===== src/include/scsp_regs.svh =====
`ifndef SCSP_REGS_SVH
`define SCSP_REGS_SVH

// ---------------------------------------------------------------
// Register offsets
// ---------------------------------------------------------------
`define SCSP_OFF_CTRL        12'h000
`define SCSP_OFF_CAL         12'h004
`define SCSP_OFF_STATUS      12'h008
`define SCSP_OFF_FREQ        12'h00C

// ---------------------------------------------------------------
// Field positions
// ---------------------------------------------------------------
`define SCSP_CTRL_LOOP_EN    0
`define SCSP_CTRL_T1_LO      1
`define SCSP_CTRL_T1_HI      2
`define SCSP_CTRL_MODE_LO    4
`define SCSP_CTRL_MODE_HI    6
`define SCSP_CTRL_SLEEP_GO   8

// ---------------------------------------------------------------
// Reset and factory values
// ---------------------------------------------------------------
`define SCSP_CAL_RESET       8'h80
`define SCSP_DEF_SOURCE      4'h1
`define SCSP_DEF_STARTUP     2'h2
`define SCSP_DEF_LOOP_OPT    1'b1

// ---------------------------------------------------------------
// Clock model and timing counts
// ---------------------------------------------------------------
`define SCSP_RC_BASE_KHZ     14'h0F40
`define SCSP_RC_STEP_SHIFT   5
`define SCSP_REF_DIV_SHIFT   3
`define SCSP_REF_NOM_KHZ     12'h3E8
`define SCSP_LOOP_MULT_SHIFT 6
`define SCSP_FAST_MAX_KHZ    17'h11170
`define SCSP_LOCK_CYCLES     8'h40
`define SCSP_CK_6            17'h00006
`define SCSP_CK_18           17'h00012
`define SCSP_CK_258          17'h00102
`define SCSP_CK_1K           17'h00400
`define SCSP_WDT_4K          17'h01000

`endif


===== src/include/scsp_pkg.sv =====
package scsp_pkg;

    typedef enum logic [2:0] {
        SCSP_SRC_EXT_CLK,
        SCSP_SRC_INT_RC,
        SCSP_SRC_EXT_RC,
        SCSP_SRC_LF_XTAL,
        SCSP_SRC_XTAL,
        SCSP_SRC_LOOP
    } scsp_src_type;

    typedef enum logic [2:0] {
        SCSP_SLP_IDLE,
        SCSP_SLP_ADC_NOISE,
        SCSP_SLP_POWER_DOWN,
        SCSP_SLP_STANDBY
    } scsp_sleep_type;

    typedef enum logic [1:0] {
        SCSP_DLY_NONE,
        SCSP_DLY_SHORT,
        SCSP_DLY_LONG
    } scsp_delay_type;

    typedef enum {
        ST_LATCH,
        ST_START,
        ST_RSTDLY,
        ST_RUN,
        ST_SLEEP,
        ST_WAKE
    } scsp_state_type;

endpackage


===== src/hdl/scsp_clock_ctrl.sv =====
`include "scsp_regs.svh"
module scsp_clock_ctrl #(
    parameter logic [16:0] WAKE_16K = 17'h04000,
    parameter logic [16:0] WAKE_32K = 17'h08000,
    parameter logic [16:0] WDT_64K  = 17'h10000
) (
    input  wire logic                pclk,
    input  wire logic                presetn,
    input  wire logic                psel,
    input  wire logic                penable,
    input  wire logic                pwrite,
    input  wire logic [11:0]         paddr,
    input  wire logic [31:0]         pwdata,
    output logic      [31:0]         prdata,
    output logic                     pready,
    output logic                     pslverr,
    input  wire logic [3:0]          source_select,
    input  wire logic [1:0]          startup_select,
    input  wire logic                loop_clock_option,
    input  wire logic                ext_irq_pin,
    input  wire logic                watchdog_oscillator,
    input  wire logic                src_clk_pin,
    output logic                     wake_request,
    output logic                     clk_cpu_en,
    output logic                     clk_io_en,
    output logic                     clk_flash_en,
    output logic                     clk_adc_en,
    output logic                     rc_osc_on,
    output logic                     loop_running,
    output logic                     loop_locked_flag,
    output logic      [16:0]         fast_clk_khz,
    output logic      [1:0]          timer1_clk_sel,
    output logic                     port_b_pin4_crystal,
    output logic                     port_b_pin5_crystal,
    output scsp_pkg::scsp_src_type   src_class
);
    import scsp_pkg::*;

    // ---------------------------------------------------------------
    // Option latch
    // ---------------------------------------------------------------
    logic [3:0]     src_sel_ff;
    logic [1:0]     sut_ff;
    logic           loop_opt_ff;
    logic           latched_ff;
    scsp_state_type state_ff;
    scsp_state_type nxt_state;

    // Straps are sampled by the clock after release, never by the reset
    always_ff @(posedge pclk or negedge presetn) begin
        if (!presetn) begin
            src_sel_ff  <= `SCSP_DEF_SOURCE;
            sut_ff      <= `SCSP_DEF_STARTUP;
            loop_opt_ff <= `SCSP_DEF_LOOP_OPT;
            latched_ff  <= 1'b0;
        end else if (!latched_ff) begin
            src_sel_ff  <= source_select;
            sut_ff      <= startup_select;
            loop_opt_ff <= loop_clock_option;
            latched_ff  <= 1'b1;
        end
    end

    // ---------------------------------------------------------------
    // Source decode and start-up tables
    // ---------------------------------------------------------------
    scsp_src_type   nxt_src;
    scsp_delay_type rst_dly;
    logic [16:0]    wake_target;

    always_comb begin
        // Programmed option bit reads 0
        if (!loop_opt_ff && src_sel_ff == 4'h1) begin
            nxt_src = SCSP_SRC_LOOP;
        end else if (src_sel_ff >= 4'hA) begin
            nxt_src = SCSP_SRC_XTAL;
        end else if (src_sel_ff == 4'h9) begin
            nxt_src = SCSP_SRC_LF_XTAL;
        end else if (src_sel_ff >= 4'h5) begin
            nxt_src = SCSP_SRC_EXT_RC;
        end else if (src_sel_ff >= 4'h1) begin
            nxt_src = SCSP_SRC_INT_RC;
        end else begin
            nxt_src = SCSP_SRC_EXT_CLK;
        end
    end

    always_comb begin
        wake_target = `SCSP_CK_18;
        rst_dly     = SCSP_DLY_NONE;
        case (nxt_src)
            SCSP_SRC_XTAL: begin
                case ({src_sel_ff[0], sut_ff})
                    3'h0: begin
                        wake_target = `SCSP_CK_258;
                        rst_dly     = SCSP_DLY_SHORT;
                    end
                    3'h1: begin
                        wake_target = `SCSP_CK_258;
                        rst_dly     = SCSP_DLY_LONG;
                    end
                    3'h2: begin
                        wake_target = `SCSP_CK_1K;
                    end
                    3'h3: begin
                        wake_target = `SCSP_CK_1K;
                        rst_dly     = SCSP_DLY_SHORT;
                    end
                    3'h4: begin
                        wake_target = `SCSP_CK_1K;
                        rst_dly     = SCSP_DLY_LONG;
                    end
                    3'h5: begin
                        wake_target = WAKE_16K;
                    end
                    3'h6: begin
                        wake_target = WAKE_16K;
                        rst_dly     = SCSP_DLY_SHORT;
                    end
                    default: begin
                        wake_target = WAKE_16K;
                        rst_dly     = SCSP_DLY_LONG;
                    end
                endcase
            end
            SCSP_SRC_LF_XTAL: begin
                // Reserved code 11 falls back to the safest setting
                wake_target = sut_ff[1] ? WAKE_32K : `SCSP_CK_1K;
                rst_dly     = (sut_ff == 2'h0) ? SCSP_DLY_SHORT
                                               : SCSP_DLY_LONG;
            end
            default: begin
                case (sut_ff)
                    2'h0: rst_dly = SCSP_DLY_NONE;
                    2'h1: rst_dly = SCSP_DLY_SHORT;
                    2'h2: rst_dly = SCSP_DLY_LONG;
                    default: begin
                        wake_target = `SCSP_CK_6;
                        rst_dly     = SCSP_DLY_SHORT;
                    end
                endcase
            end
        endcase
    end

    // ---------------------------------------------------------------
    // Pin synchronisers
    // ---------------------------------------------------------------
    logic [2:0] sync1_ff;
    logic [2:0] sync2_ff;
    logic [1:0] edge_ff;
    logic       wdt_tick;
    logic       src_tick;
    logic       irq_sync;

    always_ff @(posedge pclk or negedge presetn) begin
        if (!presetn) begin
            sync1_ff <= 3'h0;
            sync2_ff <= 3'h0;
            edge_ff  <= 2'h0;
        end else begin
            sync1_ff <= {src_clk_pin, watchdog_oscillator, ext_irq_pin};
            sync2_ff <= sync1_ff;
            edge_ff  <= sync2_ff[2:1];
        end
    end

    assign irq_sync = sync2_ff[0];
    assign wdt_tick = sync2_ff[1] & ~edge_ff[0];
    assign src_tick = sync2_ff[2] & ~edge_ff[1];

    // No flop in this path: a stopped clock cannot hide the request
    assign wake_request = ext_irq_pin;

    // ---------------------------------------------------------------
    // Register file
    // ---------------------------------------------------------------
    logic           loop_en_ff;
    logic [1:0]     t1_sel_ff;
    scsp_sleep_type mode_ff;
    logic [7:0]     cal_ff;
    logic [31:0]    prdata_ff;
    logic           wr_en;
    logic           sleep_go;
    logic           addr_ok;
    logic [11:0]    ref_khz;
    logic [13:0]    rc_khz;

    assign wr_en    = psel & penable & pwrite;
    assign sleep_go = wr_en && paddr == `SCSP_OFF_CTRL
                      && pwdata[`SCSP_CTRL_SLEEP_GO];
    assign addr_ok  = paddr == `SCSP_OFF_CTRL || paddr == `SCSP_OFF_CAL
                      || paddr == `SCSP_OFF_STATUS
                      || paddr == `SCSP_OFF_FREQ;
    assign pready   = 1'b1;
    assign pslverr  = psel & penable & ~addr_ok;
    assign prdata   = prdata_ff;

    always_ff @(posedge pclk or negedge presetn) begin
        if (!presetn) begin
            loop_en_ff <= 1'b0;
            t1_sel_ff  <= 2'h0;
            mode_ff    <= SCSP_SLP_IDLE;
            cal_ff     <= `SCSP_CAL_RESET;
        end else if (wr_en && paddr == `SCSP_OFF_CTRL) begin
            loop_en_ff <= pwdata[`SCSP_CTRL_LOOP_EN];
            t1_sel_ff  <= pwdata[`SCSP_CTRL_T1_HI:`SCSP_CTRL_T1_LO];
            mode_ff    <= scsp_sleep_type'(
                          pwdata[`SCSP_CTRL_MODE_HI:`SCSP_CTRL_MODE_LO]);
        end else if (wr_en && paddr == `SCSP_OFF_CAL) begin
            cal_ff     <= pwdata[7:0];
        end
    end

    // Read data is captured in the setup cycle, so the bus needs no wait
    always_ff @(posedge pclk or negedge presetn) begin
        if (!presetn) begin
            prdata_ff <= 32'h0;
        end else if (psel && !penable) begin
            case (paddr)
                `SCSP_OFF_CTRL: prdata_ff <= {25'h0, mode_ff, 1'b0,
                                              t1_sel_ff, loop_en_ff};
                `SCSP_OFF_CAL: prdata_ff <= {24'h0, cal_ff};
                `SCSP_OFF_STATUS: prdata_ff <= {17'h0, port_b_pin5_crystal,
                                    port_b_pin4_crystal, loop_opt_ff,
                                    sut_ff, src_sel_ff, src_class,
                                    rc_osc_on, loop_running,
                                    loop_locked_flag};
                `SCSP_OFF_FREQ: prdata_ff <= {15'h0, fast_clk_khz};
                default: prdata_ff <= 32'h0;
            endcase
        end
    end

    // ---------------------------------------------------------------
    // Start-up sequencer
    // ---------------------------------------------------------------
    logic [16:0] cnt_ff;
    logic [16:0] rst_target;
    logic        tick;
    logic        deep;

    assign deep       = mode_ff == SCSP_SLP_POWER_DOWN
                        || mode_ff == SCSP_SLP_STANDBY;
    assign rst_target = (rst_dly == SCSP_DLY_LONG) ? WDT_64K
                                                   : `SCSP_WDT_4K;
    assign tick       = (state_ff == ST_RSTDLY) ? wdt_tick : src_tick;

    always_comb begin
        nxt_state = state_ff;
        case (state_ff)
            ST_LATCH: nxt_state = ST_START;
            ST_START: begin
                if (cnt_ff == wake_target) begin
                    nxt_state = (rst_dly == SCSP_DLY_NONE) ? ST_RUN
                                                           : ST_RSTDLY;
                end
            end
            ST_RSTDLY: begin
                if (cnt_ff == rst_target) begin
                    nxt_state = ST_RUN;
                end
            end
            ST_RUN: begin
                if (sleep_go) begin
                    nxt_state = ST_SLEEP;
                end
            end
            ST_SLEEP: begin
                if (irq_sync) begin
                    nxt_state = deep ? ST_WAKE : ST_RUN;
                end
            end
            ST_WAKE: begin
                if (cnt_ff == wake_target) begin
                    nxt_state = ST_RUN;
                end
            end
            default: nxt_state = ST_LATCH;
        endcase
    end

    always_ff @(posedge pclk or negedge presetn) begin
        if (!presetn) begin
            state_ff <= ST_LATCH;
            cnt_ff   <= 17'h0;
        end else begin
            state_ff <= nxt_state;
            if (nxt_state != state_ff) begin
                cnt_ff <= 17'h0;
            end else if (tick) begin
                cnt_ff <= cnt_ff + 17'h1;
            end
        end
    end

    // ---------------------------------------------------------------
    // Domain enables
    // ---------------------------------------------------------------
    // Enables feed latch-based gate cells; a flop output never glitches
    always_ff @(posedge pclk or negedge presetn) begin
        if (!presetn) begin
            clk_cpu_en   <= 1'b0;
            clk_flash_en <= 1'b0;
            clk_io_en    <= 1'b0;
            clk_adc_en   <= 1'b0;
        end else begin
            clk_cpu_en   <= nxt_state == ST_RUN;
            clk_flash_en <= nxt_state == ST_RUN;
            clk_io_en    <= nxt_state == ST_RUN
                            || (nxt_state == ST_SLEEP
                                && mode_ff == SCSP_SLP_IDLE);
            clk_adc_en   <= nxt_state == ST_RUN
                            || (nxt_state == ST_SLEEP && !deep);
        end
    end

    // ---------------------------------------------------------------
    // Loop model
    // ---------------------------------------------------------------
    logic        nxt_loop_run;
    logic [7:0]  lock_cnt_ff;
    logic [7:0]  cal_seen_ff;
    logic [17:0] mult_khz;

    assign rc_khz   = `SCSP_RC_BASE_KHZ
                      + ({6'h0, cal_ff} << `SCSP_RC_STEP_SHIFT);
    assign ref_khz  = rc_khz[13:`SCSP_REF_DIV_SHIFT] + 12'h0;
    assign mult_khz = {ref_khz, 6'h0};
    assign nxt_loop_run = (loop_en_ff || !loop_opt_ff)
                          && !(state_ff == ST_SLEEP && deep);

    always_ff @(posedge pclk or negedge presetn) begin
        if (!presetn) begin
            rc_osc_on    <= 1'b1;
            loop_running <= 1'b0;
            fast_clk_khz <= 17'h0;
        end else begin
            rc_osc_on    <= !(state_ff == ST_SLEEP && deep);
            loop_running <= nxt_loop_run;
            if (!nxt_loop_run) begin
                fast_clk_khz <= 17'h0;
            end else if (mult_khz > {1'b0, `SCSP_FAST_MAX_KHZ}) begin
                fast_clk_khz <= `SCSP_FAST_MAX_KHZ;
            end else begin
                fast_clk_khz <= mult_khz[16:0];
            end
        end
    end

    // Any retune restarts the lock wait, as a real loop would slip
    always_ff @(posedge pclk or negedge presetn) begin
        if (!presetn) begin
            lock_cnt_ff      <= 8'h0;
            cal_seen_ff      <= `SCSP_CAL_RESET;
            loop_locked_flag <= 1'b0;
        end else begin
            cal_seen_ff <= cal_ff;
            if (!nxt_loop_run || cal_seen_ff != cal_ff
                || ref_khz > `SCSP_REF_NOM_KHZ) begin
                lock_cnt_ff      <= 8'h0;
                loop_locked_flag <= 1'b0;
            end else if (lock_cnt_ff != `SCSP_LOCK_CYCLES) begin
                lock_cnt_ff      <= lock_cnt_ff + 8'h1;
            end else begin
                loop_locked_flag <= 1'b1;
            end
        end
    end

    // ---------------------------------------------------------------
    // Source outputs
    // ---------------------------------------------------------------
    always_ff @(posedge pclk or negedge presetn) begin
        if (!presetn) begin
            src_class           <= SCSP_SRC_INT_RC;
            port_b_pin4_crystal <= 1'b0;
            port_b_pin5_crystal <= 1'b0;
            timer1_clk_sel      <= 2'h0;
        end else begin
            src_class           <= nxt_src;
            port_b_pin4_crystal <= nxt_src != SCSP_SRC_INT_RC
                                   && nxt_src != SCSP_SRC_LOOP;
            port_b_pin5_crystal <= nxt_src == SCSP_SRC_XTAL
                                   || nxt_src == SCSP_SRC_LF_XTAL;
            timer1_clk_sel      <= t1_sel_ff;
        end
    end

    // ---------------------------------------------------------------
    // Checks
    // ---------------------------------------------------------------
    idle_gating_a: assert property (@(posedge pclk) disable iff (!presetn)
        (state_ff == ST_SLEEP && mode_ff == SCSP_SLP_IDLE)
        |=> (!clk_cpu_en && clk_io_en) || state_ff != ST_SLEEP)
        else $error("idle sleep gating wrong");
    flash_follow_a: assert property (@(posedge pclk) disable iff (!presetn)
        clk_flash_en == clk_cpu_en)
        else $error("flash enable differs from core enable");
    adc_noise_a: assert property (@(posedge pclk) disable iff (!presetn)
        (state_ff == ST_SLEEP && mode_ff == SCSP_SLP_ADC_NOISE) [*2]
        |-> clk_adc_en && !clk_io_en)
        else $error("converter clock not kept alone");
    fast_nom_a: assert property (@(posedge pclk) disable iff (!presetn)
        (nxt_loop_run && ref_khz == `SCSP_REF_NOM_KHZ)
        |=> fast_clk_khz == 17'h0FA00)
        else $error("fast clock not 64 MHz at nominal");
    fast_sat_a: assert property (@(posedge pclk) disable iff (!presetn)
        (ref_khz > `SCSP_REF_NOM_KHZ)
        |=> !loop_locked_flag && fast_clk_khz <= `SCSP_FAST_MAX_KHZ)
        else $error("over-range reference kept lock");
    loop_off_a: assert property (@(posedge pclk) disable iff (!presetn)
        (!loop_en_ff && loop_opt_ff) |=> !loop_running
        || $past(loop_en_ff))
        else $error("loop runs without enable");
    lock_wait_a: assert property (@(posedge pclk) disable iff (!presetn)
        $rose(loop_locked_flag) |-> $past(lock_cnt_ff) == `SCSP_LOCK_CYCLES)
        else $error("lock flag set before lock wait");
    deep_off_a: assert property (@(posedge pclk) disable iff (!presetn)
        (state_ff == ST_SLEEP && deep) |=> !rc_osc_on && !loop_running)
        else $error("oscillator left on in deep sleep");
    pin_use_a: assert property (@(posedge pclk) disable iff (!presetn)
        port_b_pin5_crystal |-> port_b_pin4_crystal)
        else $error("second crystal pin claimed alone");
    hold_opts_a: assert property (@(posedge pclk) disable iff (!presetn)
        latched_ff |=> $stable(src_sel_ff) && $stable(sut_ff))
        else $error("options changed after latch");
    wake_count_a: assert property (@(posedge pclk) disable iff (!presetn)
        (state_ff == ST_WAKE && nxt_state == ST_RUN)
        |-> cnt_ff == wake_target)
        else $error("wake left before start-up count");
    reset_hold_a: assert property (@(posedge pclk) disable iff (!presetn)
        (state_ff == ST_RSTDLY) |=> !clk_cpu_en || cnt_ff == 17'h0)
        else $error("core ran during reset delay");
endmodule


===== config.mk =====
export PLATFORM = sky130hd
export DESIGN_NAME = scsp_clock_ctrl
export DESIGN_NICKNAME = d
export VERILOG_FILES = /design/src/include/scsp_pkg.sv /design/src/hdl/scsp_clock_ctrl.sv
export VERILOG_INCLUDE_DIRS = /design/src /design/src/include
export SDC_FILE = /design/constraint.sdc
export NUM_CORES = 1
export LEC_CHECK = 0
export BUFFER_PORTS_ARGS = -buffer_cell sky130_fd_sc_hd__buf_2
export CAP_MARGIN = 10
export CORE_MARGIN = 1
export CORE_UTILIZATION = 50
export CTS_CLUSTER_SIZE = 30
export DETAILED_ROUTE_END_ITERATION = 12
export PLACE_DENSITY = 0.86
export SETUP_SLACK_MARGIN = 0.3
export SLEW_MARGIN = 5
export SYNTH_ARGS = -nofsm -noshare
export SYNTH_HDL_FRONTEND = slang
export SYNTH_SLANG_ARGS = --single-unit

===== constraint.sdc =====
create_clock -name pclk -period 2.49 [get_ports pclk]
set_input_delay 0.249 -clock pclk [delete_from_list [all_inputs] [get_ports pclk]]
set_output_delay 0.249 -clock pclk [all_outputs]
set_load 0.01 [all_outputs]

==> flow_summary.toml, run 1 <==
[run_status]
outcome = "finished with violations"
violations = "DRC"

[clocking]
cts.sinks = 135
cts.htree.levels = 4
clkTransAtPathRegs_ns = 0.06
root_buffer = "clkbuf_16"
cts_buffer_depth = 2
clk-insertion-delay-late_ns = 0.42
numCtsBuffers = 17
cts_tree = "built"

[routing]
routed_via_density = 5.67
first_pass_iters = 10
ant_nets = 0
drcViolationCount = 1
wl_mm = 15.0
drt-initial-drc-count = 483
wire_per_inst_um = 17.2
vias = 4930

[floorplanning]
row_count = 40
coreArea_um2 = 12000
die_area_um2 = 12800
num_io_pins = 125
chipWidth_um = 113
die_h_um = 113
start_util = 0.513

[critical_path]
cp_cell_sequence = "or4_4 -> and4b_1 -> nor4b_4 -> nand3_2 -> a211oi_2 -> a211o_4 -> buf_16 -> nor2_2"
r2r-start = "cnt_ff[9]"
path_max_fanout = 8
setup.worst_path.end_class = "register"
ff2ff_path_depth = 8
rr_endpoint = "cnt_ff[1]"
crit_buf_inv = 1
cp_slowest_stage_delay_ns = 0.54
r2r_setup_slack_ns = 0.03
critPathLaunchType = "register"
crit_type = "reg2reg"
critPathArrivalTime_ns = 2.77
crit_slowest_cell = "or4_4"
critical_path.top_delay_family = "simple AND/OR/NAND/NOR gates"
worstPathRequired_ns = 2.79

[global_routing]
antenna_found_initial = 0
grt_max_degree = 91
grt_overflow_total = 0
grt_pass1_wl_mm = 23.4
grt_pass1_vias = 4836
track_usage = 0.237

[synthesis]
synthCells = 580
async_flop_share = 1.00
synth_edf_count = 0
ys_ff_latch = 135
yosysTopAreaCell = "dfrtp_1"
avgSynthCellArea_um2 = 10.6
synth-warning-count = 0
synth_top_area_frac = 0.520
seq_area_frac_synth = 0.550
synth_area_leaders = "dfrtp_1 (52%), xor2_1 (4.0%), nor2_1 (3.5%), mux2_2 (3.3%), buf_4 (3.2%)"
synth_ff_type = "dfrtp_1"
synth_area_um2 = 6160
ys_types = 60

[sta]
rsz0062_at_grt = "true"
worst_pin_slew_ns = 0.968
final-hold-violation-count = 0
clock_skew_ns = 0.00620
finalSetupViolations = 0
period_needed_ns = 2.46
period_share = 0.989
final_max_slew_viol_count = 0
slew_headroom = 0.354
timing.fmax_mhz = 406
holdWs_ns = 0.0558

[place]
dpl.hpwl_mm = 9.33
gp_congestion = 0.914
portBuffers = 80

[finish]
register_area_um2 = 3390
fin_nets = 775
syn2layout_area_growth_pct = 26.5
drive_above_1_share = 0.304
final.fill_count = 838
antennaDiodeCount = 0
multi_input_comb_area_um2 = 2830
final_util = 0.649

[flow_run]
cap_violations = 0

[power]
leakage_nw = 3.76
peakVddDrop_v = 0.000342
powerDensity_nw_per_um2 = 677

[hold_path]
holdPathEnd = "t1_sel_ff[1]"
hp-class = "in2reg"
hold_path_depth = 3
worstHoldStart = "pwdata[2]"
[worst max-delay path by stage]
stage               depth (start not counted)  slack, ns   endpoint     startpoint
floorplan                                   9       0.31  cnt_ff[8]      cnt_ff[7]
global placement                            7       0.11  clk_io_en      cnt_ff[7]
detailed placement                          8     -0.003  cnt_ff[6]  src_sel_ff[0]
CTS                                         8       0.16  cnt_ff[6]      cnt_ff[9]
global route                                7      -0.07  cnt_ff[5]    state_ff[2]
finish                                      8       0.03  cnt_ff[1]      cnt_ff[9]
[metal layers]
layer  share of wire  track usage  vias to the layer above
met4           0.027        0.107                        0
met3           0.056       0.0482                       46
met1            0.41        0.291                     2407
met2            0.51        0.403                      268
met5               0            0                        -
li1                -            -                     2209
[registers in the layout (all words and copies together) (netlist names), 4 cells and up]
| register | count |
|---|---|
| cal_ff | 8 |
| state_ff | 32 |
| lock_cnt_ff | 8 |
| cal_seen_ff | 8 |
| fast_clk_khz | 10 |
| prdata | 17 |
| src_sel_ff | 4 |
| cnt_ff | 17 |
[logic make-up after synthesis]
logic type,share of synthesized area
simple gates,0.186
xor+xnor,0.0512
fa+ha+maj,0.0102
other cells,0.00122
compound gates,0.0849
buf+inv,0.0611
mux,0.0556
flops,0.550
[placed cells by master (no fill, tap or decap), drive strengths merged, types with 6 or more instances in the layout]
cell type / Yosys / final
mux2i: 14 / 14
dfrtp: 128 / 128
nand2b: 6 / 6
nor2: 57 / 57
mux2: 18 / 18
conb: 2 / 51
xor2: 28 / 28
dfstp: 7 / 7
clkbuf: 19 / 20
nor3: 13 / 13
nand4: 14 / 14
inv: 17 / 18
nand3: 22 / 22
nand2: 49 / 49
nor4: 14 / 14
and3: 15 / 15
a21oi: 15 / 15
xnor2: 8 / 8
nor2b: 6 / 6
buf: 34 / 112
o21ai: 21 / 21
o31ai: 9 / 9
[where the power goes]
| group | leakage (nW) | switching [mW] | internal (mW) |
|---|---|---|---|
| sequential | 1.74 | 0.0757 | 2.28 |
| clock | 0.275 | 0.918 | 1.60 |
| combinational | 1.75 | 0.243 | 0.171 |
[tightest hold or removal path: stages]
cell	delay, ns
buf_2	0.09
nand2_1	0.05
nand2_1	0.05
[cell usage after synthesis (all sizes together) (14+ instances only)]
cell and instances:
a21oi 15, and3 15, buf 34, clkbuf 19, dfrtp 128, inv 17, mux2 18, mux2i 14
nand2 49, nand3 22, nand4 14, nor2 57, nor4 14, o21ai 21, xor2 28
[area by class of cell]
| cell class | instances | area share |
|---|---|---|
| Tap cell | 147 | 0.0236 |
| Sequential cell | 135 | 0.435 |
| Clock inverter | 11 | 0.0193 |
| Inverter | 17 | 0.00819 |
| Multi-Input combinational cell | 424 | 0.363 |
| Clock buffer | 20 | 0.0573 |
| Timing Repair Buffer | 116 | 0.0934 |
[through the flow]
stage               std cells  setup TNS [ns]  power (mW)  worst slack (ns)  area, µm²
floorplan                 629               0        2.59             0.306       6360
global placement          819               0        2.72             0.111       6770
detailed placement        819        -0.00274        2.74          -0.00274       6770
CTS                       868               0        5.29             0.162       7690
global route              870          -0.202        5.44           -0.0732       7790
finish                    870               0        5.28            0.0284       7790
[timing repair]
action	in CTS	in global routing
endpoints found under the setup margin	31	37
pin swaps	13	10
buffers inserted	13	2
cloned	1	0
gates resized for setup	29	24
endpoints found under the hold margin	97	0
hold buffers	4	0
(Power assumes the default switching activity.)
==> inputs of run 2 (changes only) <==
--- a/config.mk
+++ b/config.mk
@@ -13,7 +13,6 @@
 export CTS_CLUSTER_SIZE = 30
 export DETAILED_ROUTE_END_ITERATION = 12
 export PLACE_DENSITY = 0.86
-export SETUP_SLACK_MARGIN = 0.3
 export SLEW_MARGIN = 5
 export SYNTH_ARGS = -nofsm -noshare
 export SYNTH_HDL_FRONTEND = slang
==> run 2 against run 1 <==
  * Sequential share of layout area grew 1.2 points
  * Fmax increased by 3.1%
  * Critical path depth stayed put
  * First-iteration DRC count shrank 12%
  * Power grew 1.1%
  * Wire length is 4.7% lower
  * Clock skew increased by 0.0036 ns
  * Worst setup slack better by 0.074 ns
  * Sequential power about the same
  * Die area stayed put
  * Largest cell class unchanged
  * The run now ends clean
==> flow_summary.toml, run 2 (synthesized netlist as in run 1, its figures left out) <==
[run_status]
outcome = "finished, final reports clean"

[routing]
wl_mm = 14.3
vias = 4808
routed_via_density = 5.60
ant_nets = 0
wire_per_inst_um = 16.6
drcViolationCount = 0
first_pass_iters = 8
drt-initial-drc-count = 423

[critical_path]
path_max_fanout = 17
crit_cells = 8
critical_path.top_delay_family = "simple AND/OR/NAND/NOR gates"
critPathLaunchType = "register"
startpoint = "cnt_ff[7]"
critPathCapture = "cnt_ff[11]"
setup.worst_path.end_class = "register"
crit_slowest_cell = "or4_1"
worstPathRequired_ns = 2.80
cp_cell_sequence = "or4_1 -> and4b_1 -> nor4b_4 -> nand3_1 -> a211oi_2 -> a211o_1 -> buf_12 -> nor2_1"
crit_buf_inv = 1
critPathArrivalTime_ns = 2.69
ff2ff_path_depth = 8
cp_slowest_stage_delay_ns = 0.54
r2r_setup_slack_ns = 0.10
rr_endpoint = "cnt_ff[11]"
r2r-start = "cnt_ff[7]"
crit_type = "reg2reg"

[global_routing]
grt_pass1_vias = 4631
grt_max_degree = 73
antenna_found_initial = 0
track_usage = 0.230
grt_pass1_wl_mm = 22.7
grt_overflow_total = 0

[clocking]
cts_buffer_depth = 2
cts.sinks = 135
cts_tree = "built"
clkTransAtPathRegs_ns = 0.06
cts.htree.levels = 4
clk-insertion-delay-late_ns = 0.42
numCtsBuffers = 17
root_buffer = "clkbuf_16"

[sta]
slew_headroom = 0.412
rsz0062_at_grt = "true"
worst_pin_slew_ns = 0.882
holdWs_ns = 0.0467
period_needed_ns = 2.39
fin_ws_ns = 0.102
period_share = 0.959
final_max_slew_viol_count = 0
finalSetupViolations = 0
clock_skew_ns = 0.00981
timing.fmax_mhz = 419
final-hold-violation-count = 0

[power]
peakVddDrop_v = 0.000446
leakage_nw = 3.67
powerDensity_nw_per_um2 = 704

[finish]
fin_nets = 763
regMostFlops = "state_ff"
mostFrequentLayoutCells = "dfrtp_1 (127), buf_2 (79), nor2_1 (57)"
largest_reg_flops = 32
syn2layout_area_growth_pct = 23.0
drive_above_1_share = 0.258
final_common_cell = "dfrtp_1"
antennaDiodeCount = 0

[floorplanning]
coreArea_um2 = 12000
row_count = 40
num_io_pins = 125
chipWidth_um = 113
die_h_um = 113
die_area_um2 = 12800
start_util = 0.513

[hold_path]
hp-class = "in2reg"

[place]
preCtsSetupSlack_ns = -0.0256
gp_congestion = 0.896
dpl.hpwl_mm = 9.99
portBuffers = 80

[flow_run]
cap_violations = 0
## run 2: what timing repair did
| item | 4_1_cts | 5_1_grt |
|---|---|---|
| buffers inserted | 0 | 4 |
| pin swaps | 0 | 4 |
| hold buffers | 4 | 0 |
| resized for setup | 2 | 17 |
| setup endpoints to repair | 1 | 26 |
| endpoints found under the hold margin | 31 | 0 |
## run 2: how the worst min path moves through the flow
stage | from | cells after the start | to
6_report | pwdata[1] | 3 | t1_sel_ff[0]
5_1_grt | loop_clock_option | 2 | loop_opt_ff
4_1_cts | pwdata[1] | 3 | t1_sel_ff[0]
3_5_place_dp | presetn | 1 | lock_cnt_ff[5]
3_3_place_gp | presetn | 1 | lock_cnt_ff[6]
2_1_floorplan | presetn | 0 | cal_ff[0]
## run 2: per-layer routing
metal,routed length [µm],share of wire,vias up,global-route usage
met1,5930,0.42,2354,0.295
met5,0,0,-,0
li1,-,-,2184,-
met4,269,0.019,0,0.0947
met2,7050,0.49,239,0.376
met3,1040,0.073,31,0.0562
## run 2: report_power, final
part / switching (mW) / total [mW] / leakage (nW) / internal (mW)
Combinational: 0.233 / 0.391 / 1.64 / 0.157
Sequential: 0.0787 / 2.35 / 1.74 / 2.27
Clock: 0.918 / 2.59 / 0.293 / 1.68
Total: 1.23 / 5.34 / 3.67 / 4.11
## run 2: worst min-delay path, cell delays in order
cell and delay (ns):
buf_2 0.09, nand2_1 0.04, nand2_1 0.06
## run 2: stage by stage
| stage | util | std cells | cell area (µm²) | setup TNS [ns] | power [mW] |
|---|---|---|---|---|---|
| 4_1_cts | 0.620 | 855 | 7440 | 0 | 5.33 |
| 3_3_place_gp | 0.563 | 819 | 6770 | 0 | 2.72 |
| 6_report | 0.631 | 859 | 7580 | 0 | 5.34 |
| 2_1_floorplan | - | 629 | 6350 | 0 | 2.59 |
| 5_1_grt | 0.631 | 859 | 7580 | -0.484 | 5.50 |
| 3_5_place_dp | 0.563 | 819 | 6770 | -0.0256 | 2.74 |
## run 2: area by class of cell
cell class / instances / area (µm²)
fill: 907 / 4430
sequential: 135 / 3390
multi-input combinational: 424 / 2700
timing repair buffer: 104 / 618
clock buffer: 21 / 480
tap: 147 / 184
clock inverter: 11 / 146
inverter: 17 / 63.8
==> inputs of run 3 (changes only) <==
--- a/config.mk
+++ b/config.mk
@@ -6,13 +6,14 @@
 export SDC_FILE = /design/constraint.sdc
 export NUM_CORES = 1
 export LEC_CHECK = 0
+export ABC_AREA = 1
 export BUFFER_PORTS_ARGS = -buffer_cell sky130_fd_sc_hd__buf_2
 export CAP_MARGIN = 10
 export CORE_MARGIN = 1
 export CORE_UTILIZATION = 50
 export CTS_CLUSTER_SIZE = 30
 export DETAILED_ROUTE_END_ITERATION = 12
-export PLACE_DENSITY = 0.86
+export PLACE_DENSITY = 0.79
 export SLEW_MARGIN = 5
 export SYNTH_ARGS = -nofsm -noshare
 export SYNTH_HDL_FRONTEND = slang
==> run 3 against run 2 <==
  * First-iteration DRC count down 19%
  * Sequential share of layout area down 0.053 points
  * Utilization down 0.98 points
  * Largest power group is now sequential cells
  * Synthesized cell count up 25%
  * Hold slack worse by 0.0016 ns
==> flow_summary.toml, run 3 <==
[synthesis]
synth_area_um2 = 6370
synth_ff_type = "dfrtp_1"
synth_area_leaders = "dfrtp_1 (50%), nand2_1 (7.9%), nor2_1 (5.4%), inv_1 (4.8%), nand3_1 (3.5%)"
async_flop_share = 1.00
yosys-top-cells-count = "nand2_1 (134), dfrtp_1 (128), nor2_1 (91), inv_1 (82), nand3_1 (44)"
synth_edf_count = 0
synthCells = 725
yosysMostFrequentCell = "nand2_1"
synth-warning-count = 0
avgSynthCellArea_um2 = 8.79
yosysTopAreaCell = "dfrtp_1"
ys_types = 44
seq_area_frac_synth = 0.532
synth_top_area_frac = 0.503
ys_ff_latch = 135

[hold_path]
worstHoldStart = "startup_select[1]"
hp-class = "in2reg"

[critical_path]
crit_slowest_cell = "dfstp_2"
critPathArrivalTime_ns = 2.54
worstPathRequired_ns = 2.80
startpoint = "src_sel_ff[0]"
cp_cell_sequence = "inv_2 -> nor2_4 -> nand2_4 -> o21ai_1 -> o21ai_0 -> nor2_1 -> nand3_2 -> nand2_2 -> nand2_4 -> nor2_8 -> inv_2 -> o211ai_1 -> inv_1"
setup.worst_path.end_class = "register"
path_max_fanout = 12
crit_type = "reg2reg"
cp_slowest_stage_delay_ns = 0.56
critPathLaunchType = "register"
r2r-start = "src_sel_ff[0]"
r2r_setup_slack_ns = 0.26

[floorplanning]
num_io_pins = 125
start_util = 0.522
die_h_um = 115
coreArea_um2 = 12200
chipWidth_um = 115
die_area_um2 = 13200
row_count = 40

[place]
gp_congestion = 0.843
placed_cell_area_um2 = 6990
dpl.hpwl_mm = 9.54
portBuffers = 80
placed_cells = 994

[global_routing]
grt_overflow_total = 0
grt_max_degree = 136
grt_pass1_wl_mm = 22.3
grt_pass1_vias = 4918
busiest_layer = "met2"
antenna_found_initial = 0
grt_use_met1 = 0.265
track_usage = 0.220
grt_use_met2 = 0.371
use_met3 = 0.0712

[routing]
drt-initial-drc-count = 344
wl_mm = 13.2
wire_per_inst_um = 12.9
vias = 5097
ant_nets = 0
drcViolationCount = 0
routed_via_density = 4.95
first_pass_iters = 5

[clocking]
post_cts_buffers = 0
clk-insertion-delay-late_ns = 0.42
cts_buffer_depth = 2
cts.sinks = 135
root_buffer = "clkbuf_16"
numCtsBuffers = 17
clkTransAtPathRegs_ns = 0.06
cts.htree.levels = 4
cts_tree = "built"

[run_status]
outcome = "finished, final reports clean"

[finish]
fin_nets = 913
mostFrequentLayoutCells = "nand2_1 (133), dfrtp_1 (128), nor2_1 (91)"
fin_area_um2 = 7580
drive_above_1_share = 0.207
regMostFlops = "state_ff"
final_cells = 1029
largest_reg_flops = 32
final_common_cell = "nand2_1"
syn2layout_area_growth_pct = 19.0
antennaDiodeCount = 0

[sta]
timing.fmax_mhz = 449
clock_skew_ns = 0.0101
final_max_slew_viol_count = 0
final-hold-violation-count = 0
rsz0062_at_grt = "false"
finalSetupViolations = 0
slew_headroom = 0.523
period_needed_ns = 2.23
worst_pin_slew_ns = 0.715
period_share = 0.895
setup_tns_ns = 0

[flow_run]
cap_violations = 0

[power]
powerDensity_nw_per_um2 = 654
leakage_nw = 3.91
peakVddDrop_v = 0.000557
==> run 3: changes by cell type after synthesis, moves of 15 or more <==
cell     change
nand2_1     +85
inv_1       +65
nor2_1      +34
nand3_1     +23
o21ai_0     +21
xor2_1      -18
inv_2       +17
and3_1      -15
mux2_2      -15
==> run 3: timing repair <==
action,CTS,global route
hold endpoints to repair,73,0
resized for setup,0,1
hold buffers,4,0
setup endpoints to repair,0,2
==> run 3: area by class of cell <==
cell class	instances	area [µm²]
well taps	168	210
clock buffers	19	443
inverters	102	383
fillers	1033	4630
clock inverters	12	106
flip-flops and latches	135	3390
repair buffers	89	493
multi-input cells	504	2560
==> run 3: kinds of logic after synthesis <==
| group | share of synthesized area |
|---|---|
| simple gates | 0.253 |
| flops | 0.532 |
| buf+inv | 0.0956 |
| compound gates | 0.0827 |
| xor+xnor | 0.0206 |
| fa+ha+maj | 0.00982 |
| mux | 0.00530 |
| other cells | 0.00118 |
==> run 3: worst max-delay path: cells and delay by family, from the launching register on <==
family,cells,cell delay (ns)
AND/OR/NAND/NOR,7,0.84
flip-flops,1,0.56
AO/OA/AOI/OAI,3,0.37
buffers and inverters,3,0.33
==> run 3: final timing paths <==
path,end,cells after the start
max in group asynchronous,prdata[0],3
min in group asynchronous,prdata[8],3
worst min register to register,sync2_ff[2],0
worst min-delay path,sut_ff[1],3
worst max register to register,cnt_ff[1],13
worst max-delay path,cnt_ff[1],13
==> run 3: metrics by stage <==
| step | utilization | hold slack (ns) | power [mW] | setup WS, ns |
|---|---|---|---|---|
| final | 0.621 | 0.0450 | 4.96 | 0.262 |
| after global routing | 0.621 | 0.0682 | 5.15 | 0.107 |
| after detailed placement | 0.573 | 0.352 | 2.69 | 0.314 |
| after floorplan | - | -0.0466 | 2.57 | 0.589 |
| after global placement | 0.573 | 0.334 | 2.68 | 0.363 |
| after CTS | 0.621 | 0.0386 | 5.00 | 0.258 |
==> run 3: layer usage <==
metal  part of all wire  vias up
li1                   -     2521
met1               0.43     2381
met2               0.49      171
met3              0.063       24
met4              0.019        0
met5                  0        -
==> run 3: power by group <==
group          total (mW)  switching, mW  internal [mW]
combinational       0.338          0.229          0.109
clock                2.30          0.914           1.38
sequential           2.32         0.0519           2.27
total                4.96           1.20           3.77
